--- config.mk ---
export PLATFORM = sky130hd
export DESIGN_NAME = crb_block_addr
export DESIGN_NICKNAME = d
export VERILOG_FILES = /design/src/core/crb_word_mem.v /design/src/core/crb_block_addr.v
export VERILOG_INCLUDE_DIRS = /design/src /design/src/include
export SDC_FILE = /design/constraint.sdc
export NUM_CORES = 1
export LEC_CHECK = 0
export BUFFER_PORTS_ARGS = -buffer_cell sky130_fd_sc_hd__buf_2
export CAP_MARGIN = 15
export CORE_MARGIN = 1
export CORE_UTILIZATION = 35
export DETAILED_ROUTE_END_ITERATION = 12
export PLACE_DENSITY = 0.5
export SLEW_MARGIN = 20
export SYNTH_ARGS = -nofsm -noshare
export SYNTH_HDL_FRONTEND = slang
export SYNTH_SLANG_ARGS = --single-unit
--- constraint.sdc ---
create_clock -name ref_clk -period 2.45 [get_ports ref_clk]
set_input_delay 0.245 -clock ref_clk [delete_from_list [all_inputs] [get_ports ref_clk]]
set_output_delay 0.245 -clock ref_clk [all_outputs]
set_load 0.01 [all_outputs]
--- src/include/crb_consts.vh ---
// Purpose: Constants for the coefficient memory block addressing logic
// Assumes: Included by bare name; definitions only
// Notes:   Block and word fields form the six-bit word address
`ifndef CRB_CONSTS_VH
`define CRB_CONSTS_VH

`define CRB_WORDS          40
`define CRB_BLOCKS         5
`define CRB_WORDS_PER_BLK  8
`define CRB_ADDR_W         6
`define CRB_BLK_W          3
`define CRB_IDX_W          3
`define CRB_IDX_FIRST      3'h7
`define CRB_IDX_LAST       3'h0
`define CRB_IDX_ONE        3'h1
`define CRB_BLK_IMPEDANCE  3'h0
`define CRB_BLK_ECHO       3'h1
`define CRB_BLK_IN_GAIN    3'h2
`define CRB_BLK_TX         3'h3
`define CRB_BLK_RX         3'h4
`define CRB_BLK_MAX        3'h4
`define CRB_IDX_HALF_BIT   2

`endif

--- src/core/crb_word_mem.v ---
// Purpose: Coefficient storage array, one write port and one read port
// Assumes: Single clock; read data registered one cycle after address
// Notes:   Addresses at or above the word count are ignored on write and read as zero
`timescale 1ns/100ps
`default_nettype none
`include "crb_consts.vh"

module crb_word_mem #(
   parameter DATA_W = 16,
   parameter WORDS  = `CRB_WORDS
) (
   input  wire                   ref_clk,
   input  wire                   wr_en,
   input  wire [`CRB_ADDR_W-1:0] wr_addr,
   input  wire [DATA_W-1:0]      wr_data,
   input  wire [`CRB_ADDR_W-1:0] rd_addr,
   output reg  [DATA_W-1:0]      rd_data
);
   reg [DATA_W-1:0] mem_reg [0:WORDS-1];

   // Write port, guarded against the unused top addresses
   always @(posedge ref_clk) begin
      if (wr_en && (wr_addr < WORDS))
         mem_reg[wr_addr] <= wr_data;
   end

   // Registered read port
   always @(posedge ref_clk) begin
      if (rd_addr < WORDS)
         rd_data <= mem_reg[rd_addr];
      else
         rd_data <= {DATA_W{1'b0}};
   end
endmodule
`default_nettype wire

--- src/core/crb_block_addr.v ---
// Purpose: Block addressing for the per-channel coefficient memory
// Assumes: Commands arrive from command framing logic on ref_clk; one word per beat
// Notes:   A command names a block; the eight words are walked from index 7 down to 0
//
// How it works
// - Memory holds forty words as five blocks of eight consecutive words.
// - Word address is block number in top three bits, index in bottom three.
// - Command carries only the block; all eight words follow with no addressing.
// - Word index starts at 111 and counts down to 000, highest first.
// - Blocks: impedance, echo, input gain, rx corr a plus tx gain, rx corr b plus rx gain.
// - Selecting block 100 for receive gain also reaches receive correction b words.
`timescale 1ns/100ps
`default_nettype none
`include "crb_consts.vh"

module crb_block_addr #(
   parameter DATA_W = 16
) (
   input  wire                   ref_clk,
   input  wire                   rst_n,
   input  wire                   cmd_valid,
   input  wire                   cmd_write,
   input  wire [`CRB_BLK_W-1:0]  cmd_block,
   output wire                   cmd_ready,
   output reg                    cmd_error,
   input  wire                   wr_valid,
   input  wire [DATA_W-1:0]      wr_data,
   output wire                   wr_ready,
   output reg                    rd_valid,
   output reg  [DATA_W-1:0]      rd_data,
   input  wire                   rd_ready,
   output reg  [`CRB_ADDR_W-1:0] word_addr,
   output wire                   busy,
   output reg                    done,
   output reg  [4:0]             blk_func
);
   // One-hot states
   localparam [3:0] ST_IDLE  = 4'h1;
   localparam [3:0] ST_WRITE = 4'h2;
   localparam [3:0] ST_FETCH = 4'h4;
   localparam [3:0] ST_SEND  = 4'h8;

   reg [3:0]             state_reg,   state_next;
   reg [`CRB_BLK_W-1:0]  blk_reg,     blk_next;
   reg [`CRB_IDX_W-1:0]  idx_reg,     idx_next;
   reg                   err_next;
   reg                   done_next;
   reg                   rdv_next;
   reg [DATA_W-1:0]      rdd_next;
   wire [`CRB_ADDR_W-1:0] cur_addr;
   wire                  mem_we;
   wire [DATA_W-1:0]     mem_q;
   wire                  blk_ok;
   wire                  last_word;

   // Address is block over index
   assign cur_addr  = {blk_reg, idx_reg};
   assign blk_ok    = (cmd_block <= `CRB_BLK_MAX);
   assign last_word = (idx_reg == `CRB_IDX_LAST);
   assign cmd_ready = state_reg[0];
   assign busy      = ~state_reg[0];
   assign wr_ready  = state_reg[1];
   assign mem_we    = state_reg[1] & wr_valid;

   crb_word_mem #(
      .DATA_W (DATA_W),
      .WORDS  (`CRB_WORDS)
   ) u_mem (
      .ref_clk (ref_clk),
      .wr_en   (mem_we),
      .wr_addr (cur_addr),
      .wr_data (wr_data),
      .rd_addr (cur_addr),
      .rd_data (mem_q)
   );

   // Sequencer: count the word index down through the selected block
   always @* begin
      state_next = state_reg;
      blk_next   = blk_reg;
      idx_next   = idx_reg;
      err_next   = 1'b0;
      done_next  = 1'b0;
      rdv_next   = rd_valid;
      rdd_next   = rd_data;
      case (state_reg)
         ST_IDLE: begin
            if (cmd_valid) begin
               if (blk_ok) begin
                  blk_next = cmd_block;
                  idx_next = `CRB_IDX_FIRST;
                  state_next = cmd_write ? ST_WRITE : ST_FETCH;
               end else begin
                  err_next = 1'b1;
               end
            end
         end
         ST_WRITE: begin
            if (wr_valid) begin
               idx_next = idx_reg - `CRB_IDX_ONE;
               if (last_word) begin
                  state_next = ST_IDLE;
                  done_next  = 1'b1;
               end
            end
         end
         ST_FETCH: begin
            // Memory read of cur_addr completes this cycle
            state_next = ST_SEND;
         end
         ST_SEND: begin
            if (!rd_valid) begin
               rdv_next = 1'b1;
               rdd_next = mem_q;
            end else if (rd_ready) begin
               rdv_next = 1'b0;
               if (last_word) begin
                  state_next = ST_IDLE;
                  done_next  = 1'b1;
               end else begin
                  idx_next   = idx_reg - `CRB_IDX_ONE;
                  state_next = ST_FETCH;
               end
            end
         end
         default: begin
            state_next = ST_IDLE;
            rdv_next   = 1'b0;
         end
      endcase
   end

   // State and output registers
   always @(posedge ref_clk) begin
      if (!rst_n) begin
         state_reg <= ST_IDLE;
         blk_reg   <= `CRB_BLK_IMPEDANCE;
         idx_reg   <= `CRB_IDX_FIRST;
         cmd_error <= 1'b0;
         done      <= 1'b0;
         rd_valid  <= 1'b0;
         rd_data   <= {DATA_W{1'b0}};
         word_addr <= {`CRB_ADDR_W{1'b0}};
      end else begin
         state_reg <= state_next;
         blk_reg   <= blk_next;
         idx_reg   <= idx_next;
         cmd_error <= err_next;
         done      <= done_next;
         rd_valid  <= rdv_next;
         rd_data   <= rdd_next;
         word_addr <= {blk_next, idx_next};
      end
   end

   // Function decode of the word being addressed:
   // bit0 impedance, bit1 echo, bit2 input gain, bit3 rx corr a/tx gain half,
   // bit4 rx corr b/rx gain; block 4 covers both of its functions at once
   always @(posedge ref_clk) begin
      if (!rst_n) begin
         blk_func <= 5'h00;
      end else if (state_next == ST_IDLE) begin
         blk_func <= 5'h00;
      end else begin
         case (blk_next)
            `CRB_BLK_IMPEDANCE: blk_func <= 5'h01;
            `CRB_BLK_ECHO:      blk_func <= 5'h02;
            `CRB_BLK_IN_GAIN:   blk_func <= 5'h04;
            `CRB_BLK_TX:        blk_func <= 5'h08;
            `CRB_BLK_RX:        blk_func <= 5'h10;
            default:            blk_func <= 5'h00;
         endcase
      end
   end
endmodule
`default_nettype wire

## After elaboration in Yosys (flattened, before gate mapping)

Memory sizes are Yosys's and may differ from the RTL's. A register that Yosys moved wholly into a read port is not among the register bits.
Index checks and enable logic that the tools add are counted.

| storage, ports and cells | value |
|---|---|
| flip-flop bits (word level) | 40 |
| bits in writable memories | 640 |
| bits of input ports | 25 |
| output and inout bits | 33 |
| logic and storage cells | 65 |
| memories kept | 1 |

Memories:

| memory | words | bits a word | rd ports | clocked after memory_dff | wr ports | RTL line | RTL |
|---|---|---|---|---|---|---|---|
| u_mem.mem_reg | 40 | 16 | 1 | 1 | 1 | crb_word_mem.v:19 | `reg [DATA_W-1:0] mem_reg [0:WORDS-1];` |

| cells by class | value |
|---|---|
| add/subtract/negate cells | 1 |
| magnitude comparators | 2 |
| equality and inequality tests | 9 |
| multiplexer cells | 31 |
| bitwise operators | 4 |
| reduce and logical (&&, ||, !) cells | 8 |

Operators by type and width:

| kind | count |
|---|---|
| 3-bit two-way mux | 11 |
| 5-bit one-hot mux with 5 select lines | 1 |
| 4-bit two-way mux | 6 |
| 4-bit one-hot mux with 4 select lines | 1 |
| 1-bit two-way mux | 9 |
| 3-bit one-hot mux with 3 select lines | 1 |
| 4-bit by 1-bit equality test with 1-bit output (second input constant) | 2 |
| 3-bit by 2-bit equality test with 1-bit output (second input constant) | 2 |
| 3-bit logical NOT | 2 |
| 6-bit < comparator (second input constant) | 1 |
| 4-bit by 2-bit equality test with 1-bit output (second input constant) | 1 |
| 4-bit by 3-bit equality test with 1-bit output (second input constant) | 1 |
| 4-bit equality test (second input constant) | 1 |
| 1-bit one-hot mux with 2 select lines | 2 |
| 3-bit by 1-bit equality test with 1-bit output (second input constant) | 1 |
| 3-bit equality test (second input constant) | 1 |
| 3-bit less-or-equal comparator (second input constant) | 1 |
| 1-bit inverter | 3 |
| 3-bit AND reduction | 1 |
| 3-bit OR reduction | 1 |
| 3-bit by 1-bit subtractor with 3-bit output (second input constant) | 1 |
| 2-bit AND reduction | 1 |
| 2-bit OR reduction | 1 |
| 1-bit AND | 1 |
| other kinds (2) | 2 |

## Longest topological paths before layout

Gate-level depths: netlist (run 1).

| logic depth | value |
|---|---|
| word-level depth | 7 |
| gate-level depth with buffers | 11 |
| gate-level depth less buffers | 7 |

## Cells and area by module

Synthesis (run 1) repeated with hierarchy kept, for this count alone.

| second synthesis, totals | value |
|---|---|
| cells, all modules | 1419 |
| area, all modules | 26808.2 sq um |

Modules (own cells, without submodules):

| module | instances | cells each | area an instance (sq um) | seq. area each (sq um) |
|---|---|---|---|---|
| crb_word_mem | 1 | 1234 | 25265.5 | 19538.7 |
| crb_block_addr | 1 | 185 | 1542.7 | 740.7 |

## Worst setup path after synthesis (run 1)

No wires, ideal clock.

| timing path | value |
|---|---|
| path kind | flip-flop to flip-flop |
| start | register idx_reg[1] |
| end | memory u_mem.mem_reg[38][0] (enable) |
| library setup time | 0.389 ns |
| arrival | 2.028 ns |
| data required time | 2.061 ns |
| slack | 0.033 ns |
| stages on the path, launching flop included | 8 |
| buffers on the path | 5 |
| period minus slack after synthesis | 2.417 ns |
| cells stage by stage | dfxtp_1 > buf_4 > buf_2 > buf_4 > buf_4 > buf_4 > nand2_1 > nor2_1 |

| between the ends | value |
|---|---|
| longest elaborated chain between the ends | 4 |

Ends and longest elaborated chain:

| element | RTL line | RTL |
|---|---|---|
| from (decl) | crb_block_addr.v:45 | `` reg [`CRB_IDX_W-1:0] idx_reg, idx_next; `` |
| from (signal assigned) | crb_block_addr.v:138 | `` idx_reg <= `CRB_IDX_FIRST; `` |
| from (signal assigned) | crb_block_addr.v:147 | `idx_reg <= idx_next;` |
| 6-bit < comparator | crb_word_mem.v:23 | `if (wr_en && (wr_addr < WORDS))` |
| 1-bit logical AND | crb_word_mem.v:23 |  |
| 1-bit two-way mux | crb_word_mem.v:23 |  |
| 1-bit two-way mux (implied by the code) | crb_word_mem.v:24 | `mem_reg[wr_addr] <= wr_data;` |
| to (decl) | crb_word_mem.v:19 |  |

Parallel ways exist; a longest one is shown, timed or not.

## Worst setup path after layout (run 1)

| timing path | value |
|---|---|
| start | register idx_reg[0] |
| end | register u_mem.rd_data[13], read port of u_mem.mem_reg |

| between the ends | value |
|---|---|
| longest elaborated chain between the ends | 2 |

Ends and longest elaborated chain:

| element | RTL line | RTL |
|---|---|---|
| 6-bit < comparator | crb_word_mem.v:29 | `if (rd_addr < WORDS)` |
| 1-bit logical NOT (no source line) | - |  |
| to (decl) | crb_word_mem.v:17 | `output reg [DATA_W-1:0] rd_data` |

Parallel ways exist; a longest one is shown, timed or not.
A chain may end at the register's enable or synchronous reset.

==> reports/qor.yml, run 1 <==
timing:
  hold_viol_final: 0
  setup_viol: 0
  skew_ps: 23.1
  fmax_mhz: 414
  fin_crit_ps: 2410
  slew_headroom_pct: 29.2
  finalCritPeriodShare_pct: 98.5
  tightest_slew_ps: 1060
  drv_slew: 0
  setup_ws_ps: 37.2
  rsz0062_at_grt: "true"
cells_and_area:
  multi_input_area_um2: 6150
  syn2layout_area_growth_pct: 21.8
  final_cells: 2806
  fin_util_pct: 43.1
  fill_cells: 6713
  register_area_um2: 20300
  antenna_cells: 0
  layout.nets: 1795
  stdcell_area_um2: 32700
  drive_above_1_share_pct: 29.0
  largest_reg_flops: 640
power:
  pwr_density_cell_nw_per_um2: 757
  vdd_drop_max_mv: 0.444
  p_leak_nw: 11.1
cts:
  htreeDepth: 3
  clk_pin_slew_worst_paths_ps: 60
  cts_buffer_depth: 3
  cts_tree: "yes"
  clk_latency_ps: 640
  cts-root-buf: "clkbuf_16"
  cts_buffers: 75
  clkSinkCount: 693
place:
  preCtsSetupSlack_ps: -151
  placed_area_um2: 29900
  place_inst: 2656
  hpwl_um: 50900
  io_buffers: 57
  place.gp.congestion: 0.900
setup_path:
  required_ps: 2970
  path_buf_inv: 4
  rr_startpoint: "idx_reg[0]"
  critPathLaunchType: "flop"
  reg2reg_slack_ps: 40
  crit_top_cell: "buf_4"
  slowest_delay_ps: 430
  path_class: "reg -> reg"
  startpoint: "idx_reg[0]"
  crit_chain: "buf_12 -> nor2b_2 -> buf_4 -> buf_4 -> nand2_1 -> a21oi_1 -> o21ai_0 -> buf_4 -> a31oi_2"
  critPathSlowestCell: "dfxtp_4"
  cp.arrival_ps: 2940
  critPathTopFamily: "buffers and inverters"
  crit_path_end_kind: "flop"
  worstPathMaxFanout: 14
route:
  drt-vias-per-instance: 5.58
  drt-pass1-iter-count: 7
  finalWirelength_um: 82500
  drt_iter0_drc: 1688
  ant_nets: 0
  wl_per_cell_um: 29.4
  vias: 15646
  drc_errors: 0
synth:
  netlist_top_cells_area: "edfxtp_1 (72%), mux4_2 (4.5%), dfxtp_1 (4.0%), mux2_2 (3.0%), mux2i_1 (1.8%)"
  synth-main-ff-cell: "edfxtp_1"
  ys_ff_latch: 693
  synth_top_cell_by_area: "edfxtp_1"
  synth_edf_count: 640
  synthTopCellsByCount: "edfxtp_1 (640), nand2_1 (115), mux2_2 (72)"
  synth.cell_area_um2: 26800
  async_reset_ff_share_pct: 0
  yosysSeqAreaShare_pct: 75.6
  syn_inst: 1539
  ys_warn_count: 0
  synth_most_common_cell: "edfxtp_1"
  yosysUniqueCellTypes: 62
  avgSynthCellArea_um2: 17.4
  yosys.area.top_type_share_pct: 71.7
  syn_nets: 1566
floorplanning:
  ioPinCount: 58
  die_w_um: 279
  start_util_pct: 35.4
  die_area_um2: 77700
  dieHeight_um: 279
  coreArea_um2: 75800
  rows: 101
global_routing:
  first_global_vias: 15442
  antenna_found_initial: 1
  grt_first_pass_wirelength_um: 117000
  overflow: 0
  grt.total_usage_pct: 21.5
  grt_max_degree: 46
outcome:
  status: "completed"
flow_run:
  maxCapViolCount: 0
worst_hold_path:
  hold_start: "rd_ready"
  hold_path_class: "in -> reg"
==> kinds of logic (layout without fill, tap and decap cells) <==
kind of cell	count (synthesis)	in the layout	share of synthesized area, %
XOR/XNOR	2	2	0.0653
adder cells (fa/ha/maj)	2	2	0.0933
AND/OR/NAND/NOR	260	260	4.36
flip-flops	693	693	75.6
multiplexers	175	175	9.39
buffers and inverters	102	391	1.97
AO/OA/AOI/OAI	305	305	8.51
==> stage by stage <==
step / setup TNS, ps / power [mW] / hold WS (ps)
2_1_floorplan: 0 / 13.4 / 344
3_3_place_gp: -434 / 13.8 / 440
3_5_place_dp: -519 / 13.8 / 454
4_1_cts: 0 / 25.0 / 13.7
5_1_grt: -0.734 / 25.4 / 47.1
6_report: 0 / 24.7 / 45.0
==> layout by cell type, fill, tap and decap left out, types with 17 or more instances in the layout <==
cell type,count
a221o_1,18
mux2i_1,49
buf_12,55
mux4_2,54
clkbuf_16,75
edfxtp_1,640
mux2_2,72
a22oi_1,41
nor2_1,51
clkbuf_1,17
a21oi_1,26
dfxtp_1,50
o22ai_1,17
nand2_1,114
buf_4,124
a21boi_0,20
nor2_2,21
a221oi_1,53
o21ai_0,31
buf_2,57
==> where the power goes <==
part / switching [mW] / leakage [nW] / internal, mW
clock network: 4.68 / 1.19 / 6.46
registers: 0.0495 / 6.18 / 13.0
logic: 0.435 / 3.69 / 0.151
total: 5.16 / 11.1 / 19.6
==> worst reg2reg max path, cell delays in order (launching register included) <==
cell	delay [ps]
dfxtp_4	430
buf_12	190
nor2b_2	290
buf_4	280
buf_4	210
nand2_1	60
a21oi_1	210
o21ai_0	140
buf_4	180
a31oi_2	300
==> layer usage <==
layer / share of wire (%) / GRT usage, % / vias to the layer above
li1: - / - / 6679
met1: 43 / 29.9 / 8183
met2: 46 / 33.3 / 661
met3: 8.2 / 5.21 / 123
met4: 2.7 / 6.35 / 0
met5: 0 / 0 / -
==> worst paths after layout <==
kind,end,depth (start not counted)
worst min-delay path,state_reg[3],4
worst min register to register,rd_data[0],2
worst max-delay path,u_mem.rd_data[13],9
worst max register to register,u_mem.rd_data[13],9
==> final cells by class <==
cell class | instances | share of cell area (%)
Timing Repair Buffer | 248 | 7.79
Inverter | 6 | 0.0690
Clock inverter | 37 | 1.14
Tap cell | 978 | 3.75
Multi-Input combinational cell | 744 | 18.8
Sequential cell | 693 | 62.1
Clock buffer | 100 | 6.28
==> timing repair <==
item | in CTS | in global routing
pin swaps | 1 | 3
buffers inserted | 6 | 0
hold buffers | 4 | 0
gates cloned | 3 | 0
gates resized for setup | 6 | 17
endpoints found under the setup margin | 6 | 6
endpoints found under the hold margin | 5 | 0
No activity file was read; power rests on OpenSTA's default activity.
==> run 2: changes to the inputs <==
Settings changed: SETUP_SLACK_MARGIN set to 0.1.
==> reports/qor.yml, run 2 (synthesis gave the netlist of run 1 again) <==
route:
  met3_length_um: 6030  # -11%
  wl_per_cell_um: 29.3  # -0.44%
  drc_errors: 0  # unchanged
  highest_layer: "met4"
  drt-pass1-iter-count: 5  # -2
  wl_met2_um: 38500  # +1.3%
  vias: 15710  # +0.41%
  drt_iter0_drc: 1627  # -3.6%
  met1_length_um: 36000  # +1.8%
  finalWirelength_um: 82600  # +0.19%
  ant_nets: 1  # +1
  drt-vias-per-instance: 5.56  # -0.23%
floorplanning:
  die_w_um: 279  # unchanged
  rows: 101  # unchanged
  dieHeight_um: 279  # unchanged
  coreArea_um2: 75800  # unchanged
  die_area_um2: 77700  # unchanged
  ioPinCount: 58  # unchanged
  start_util_pct: 35.4  # unchanged
cts:
  cts_tree: "yes"
  cts-root-buf: "clkbuf_16"
  clk_latency_ps: 620  # -20 ps
  htreeDepth: 3  # unchanged
  cts_buffers: 75  # unchanged
  clkSinkCount: 693  # unchanged
  cts_buffer_depth: 3  # unchanged
  clk_pin_slew_worst_paths_ps: 60  # about the same
outcome:
  status: "finished with violations"
  violations: "antenna rules"
place:
  io_buffers: 57  # unchanged
  hpwl_um: 52100  # +2.5%
  place.gp.congestion: 0.904  # +0.47%
  preCtsSetupSlack_ps: -140  # +11.5 ps
setup_path:
  worstPathMaxFanout: 8  # -6
  cp.arrival_ps: 2900  # -40 ps
  crit_path_end_kind: "flop"
  required_ps: 2930  # -40 ps
  slowest_delay_ps: 490  # +60 ps
  critPathSlowestCell: "a222oi_1"
  critPathLaunchType: "flop"
  path_class: "reg -> reg"
  crit_chain: "buf_12 -> buf_8 -> nor2b_1 -> buf_4 -> buf_6 -> a221o_1 -> a222oi_1 -> a2bb2oi_4 -> a41oi_2"
power:
  pwr_density_cell_nw_per_um2: 744  # -1.8%
  p_leak_nw: 11.0  # -0.52%
  vdd_drop_max_mv: 0.472  # +6.3%
timing:
  setup_viol: 0  # unchanged
  slew_headroom_pct: 31.5  # +2.3 points
  hold_viol_final: 0  # unchanged
  tightest_slew_ps: 1030  # -35.1 ps
  finalCritPeriodShare_pct: 98.5  # about the same
  rsz0062_at_grt: "true"
  drv_slew: 0  # unchanged
  skew_ps: 21.7  # -1.35 ps
  fin_crit_ps: 2410  # +0.916 ps
  holdWs_ps: 102  # +57.2 ps
  setup_ws_ps: 36.3  # -0.915 ps
  fmax_mhz: 414  # about the same
worst_hold_path:
  hold_path_class: "in -> reg"
global_routing:
  antenna_found_initial: 1  # unchanged
  grt_max_degree: 41  # -11%
  grt_first_pass_wirelength_um: 116000  # -0.86%
  grt.total_usage_pct: 21.2  # -0.29 points
  overflow: 0  # unchanged
  first_global_vias: 15403  # -0.25%
cells_and_area:
  final_cell_mix: "edfxtp_1 (640), buf_4 (139), nand2_1 (115)"
  syn2layout_area_growth_pct: 21.6
  drive_above_1_share_pct: 29.3  # +0.28 points
  layout.nets: 1809  # +0.78%
  fill_cells: 6746  # +0.49%
  largest_reg_flops: 640  # unchanged
  final_common_cell: "edfxtp_1"
flow_run:
  maxCapViolCount: 0  # unchanged
## run 2: changes by cell type in the layout (fill, tap and decap cells not counted), moves of 5 or more
cell / delta
buf_4: +15
clkbuf_1: +5
clkbuf_8: -6
diode_2: +8
nor2_1: +5
nor2_2: -5
## run 2: cell type report
| cell class | instances | area [µm²] | share of cell area [%] |
|---|---|---|---|
| clock inverters | 30 | 196 | 0.603 |
| flip-flops and latches | 693 | 20300 | 62.2 |
| inverters | 6 | 26.3 | 0.0806 |
| well taps | 978 | 1220 | 3.75 |
| diodes | 8 | 20.0 | 0.0614 |
| clock buffers | 103 | 2090 | 6.40 |
| multi-input cells | 744 | 6180 | 19.0 |
| repair buffers | 262 | 2580 | 7.91 |
## run 2: path summary, 6_finish.rpt
| kind | startpoint | end | slack, ps | cells after the start |
|---|---|---|---|---|
| min reg2reg | u_mem.rd_data[5] | rd_data[5] | 450 | 2 |
| max | idx_reg[1] | u_mem.rd_data[11] | 40 | 9 |
| max reg2reg | idx_reg[1] | u_mem.rd_data[11] | 40 | 9 |
| min | rst_n | state_reg[3] | 100 | 3 |
## run 2: repair_timing
action                     4_1_cts  5_1_grt
buffers inserted                 3        5
hold buffers                     5        0
cloned                           0        0
pin swaps                        2        9
gates resized for setup          6       31
hold endpoints to repair         5        0
setup endpoints to repair        9       25
## run 2: per-layer routing
layer  global-route usage, %  up-vias
met5                       0        -
met4                    5.72        0
met3                    4.38      114
met2                    33.5      632
met1                    29.7     8245
li1                        -     6719
## run 2: critical path: cells and delay by family, from the launching register on
kind | cells | cell delay [ps]
simple gates | 1 | 130
buf+inv | 4 | 600
compound gates | 4 | 1180
flops | 1 | 370
## run 2: metrics by stage
step                      cell area [µm²]  cells  setup TNS, ps  total power, mW  utilization (%)
after floorplan                     26800   1539              0             13.4                -
after CTS                           32400   2811              0             24.4             42.7
after detailed placement            30000   2670           -206             13.8             39.6
final                               32600   2824              0             24.3             43.0
after global routing                32600   2816              0             24.9             43.0
after global placement              30000   2670           -163             13.8             39.6
## run 2: power by group
group          internal [mW]  switching (mW)
combinational          0.158           0.439
sequential              13.0          0.0482
clock                   6.16            4.49
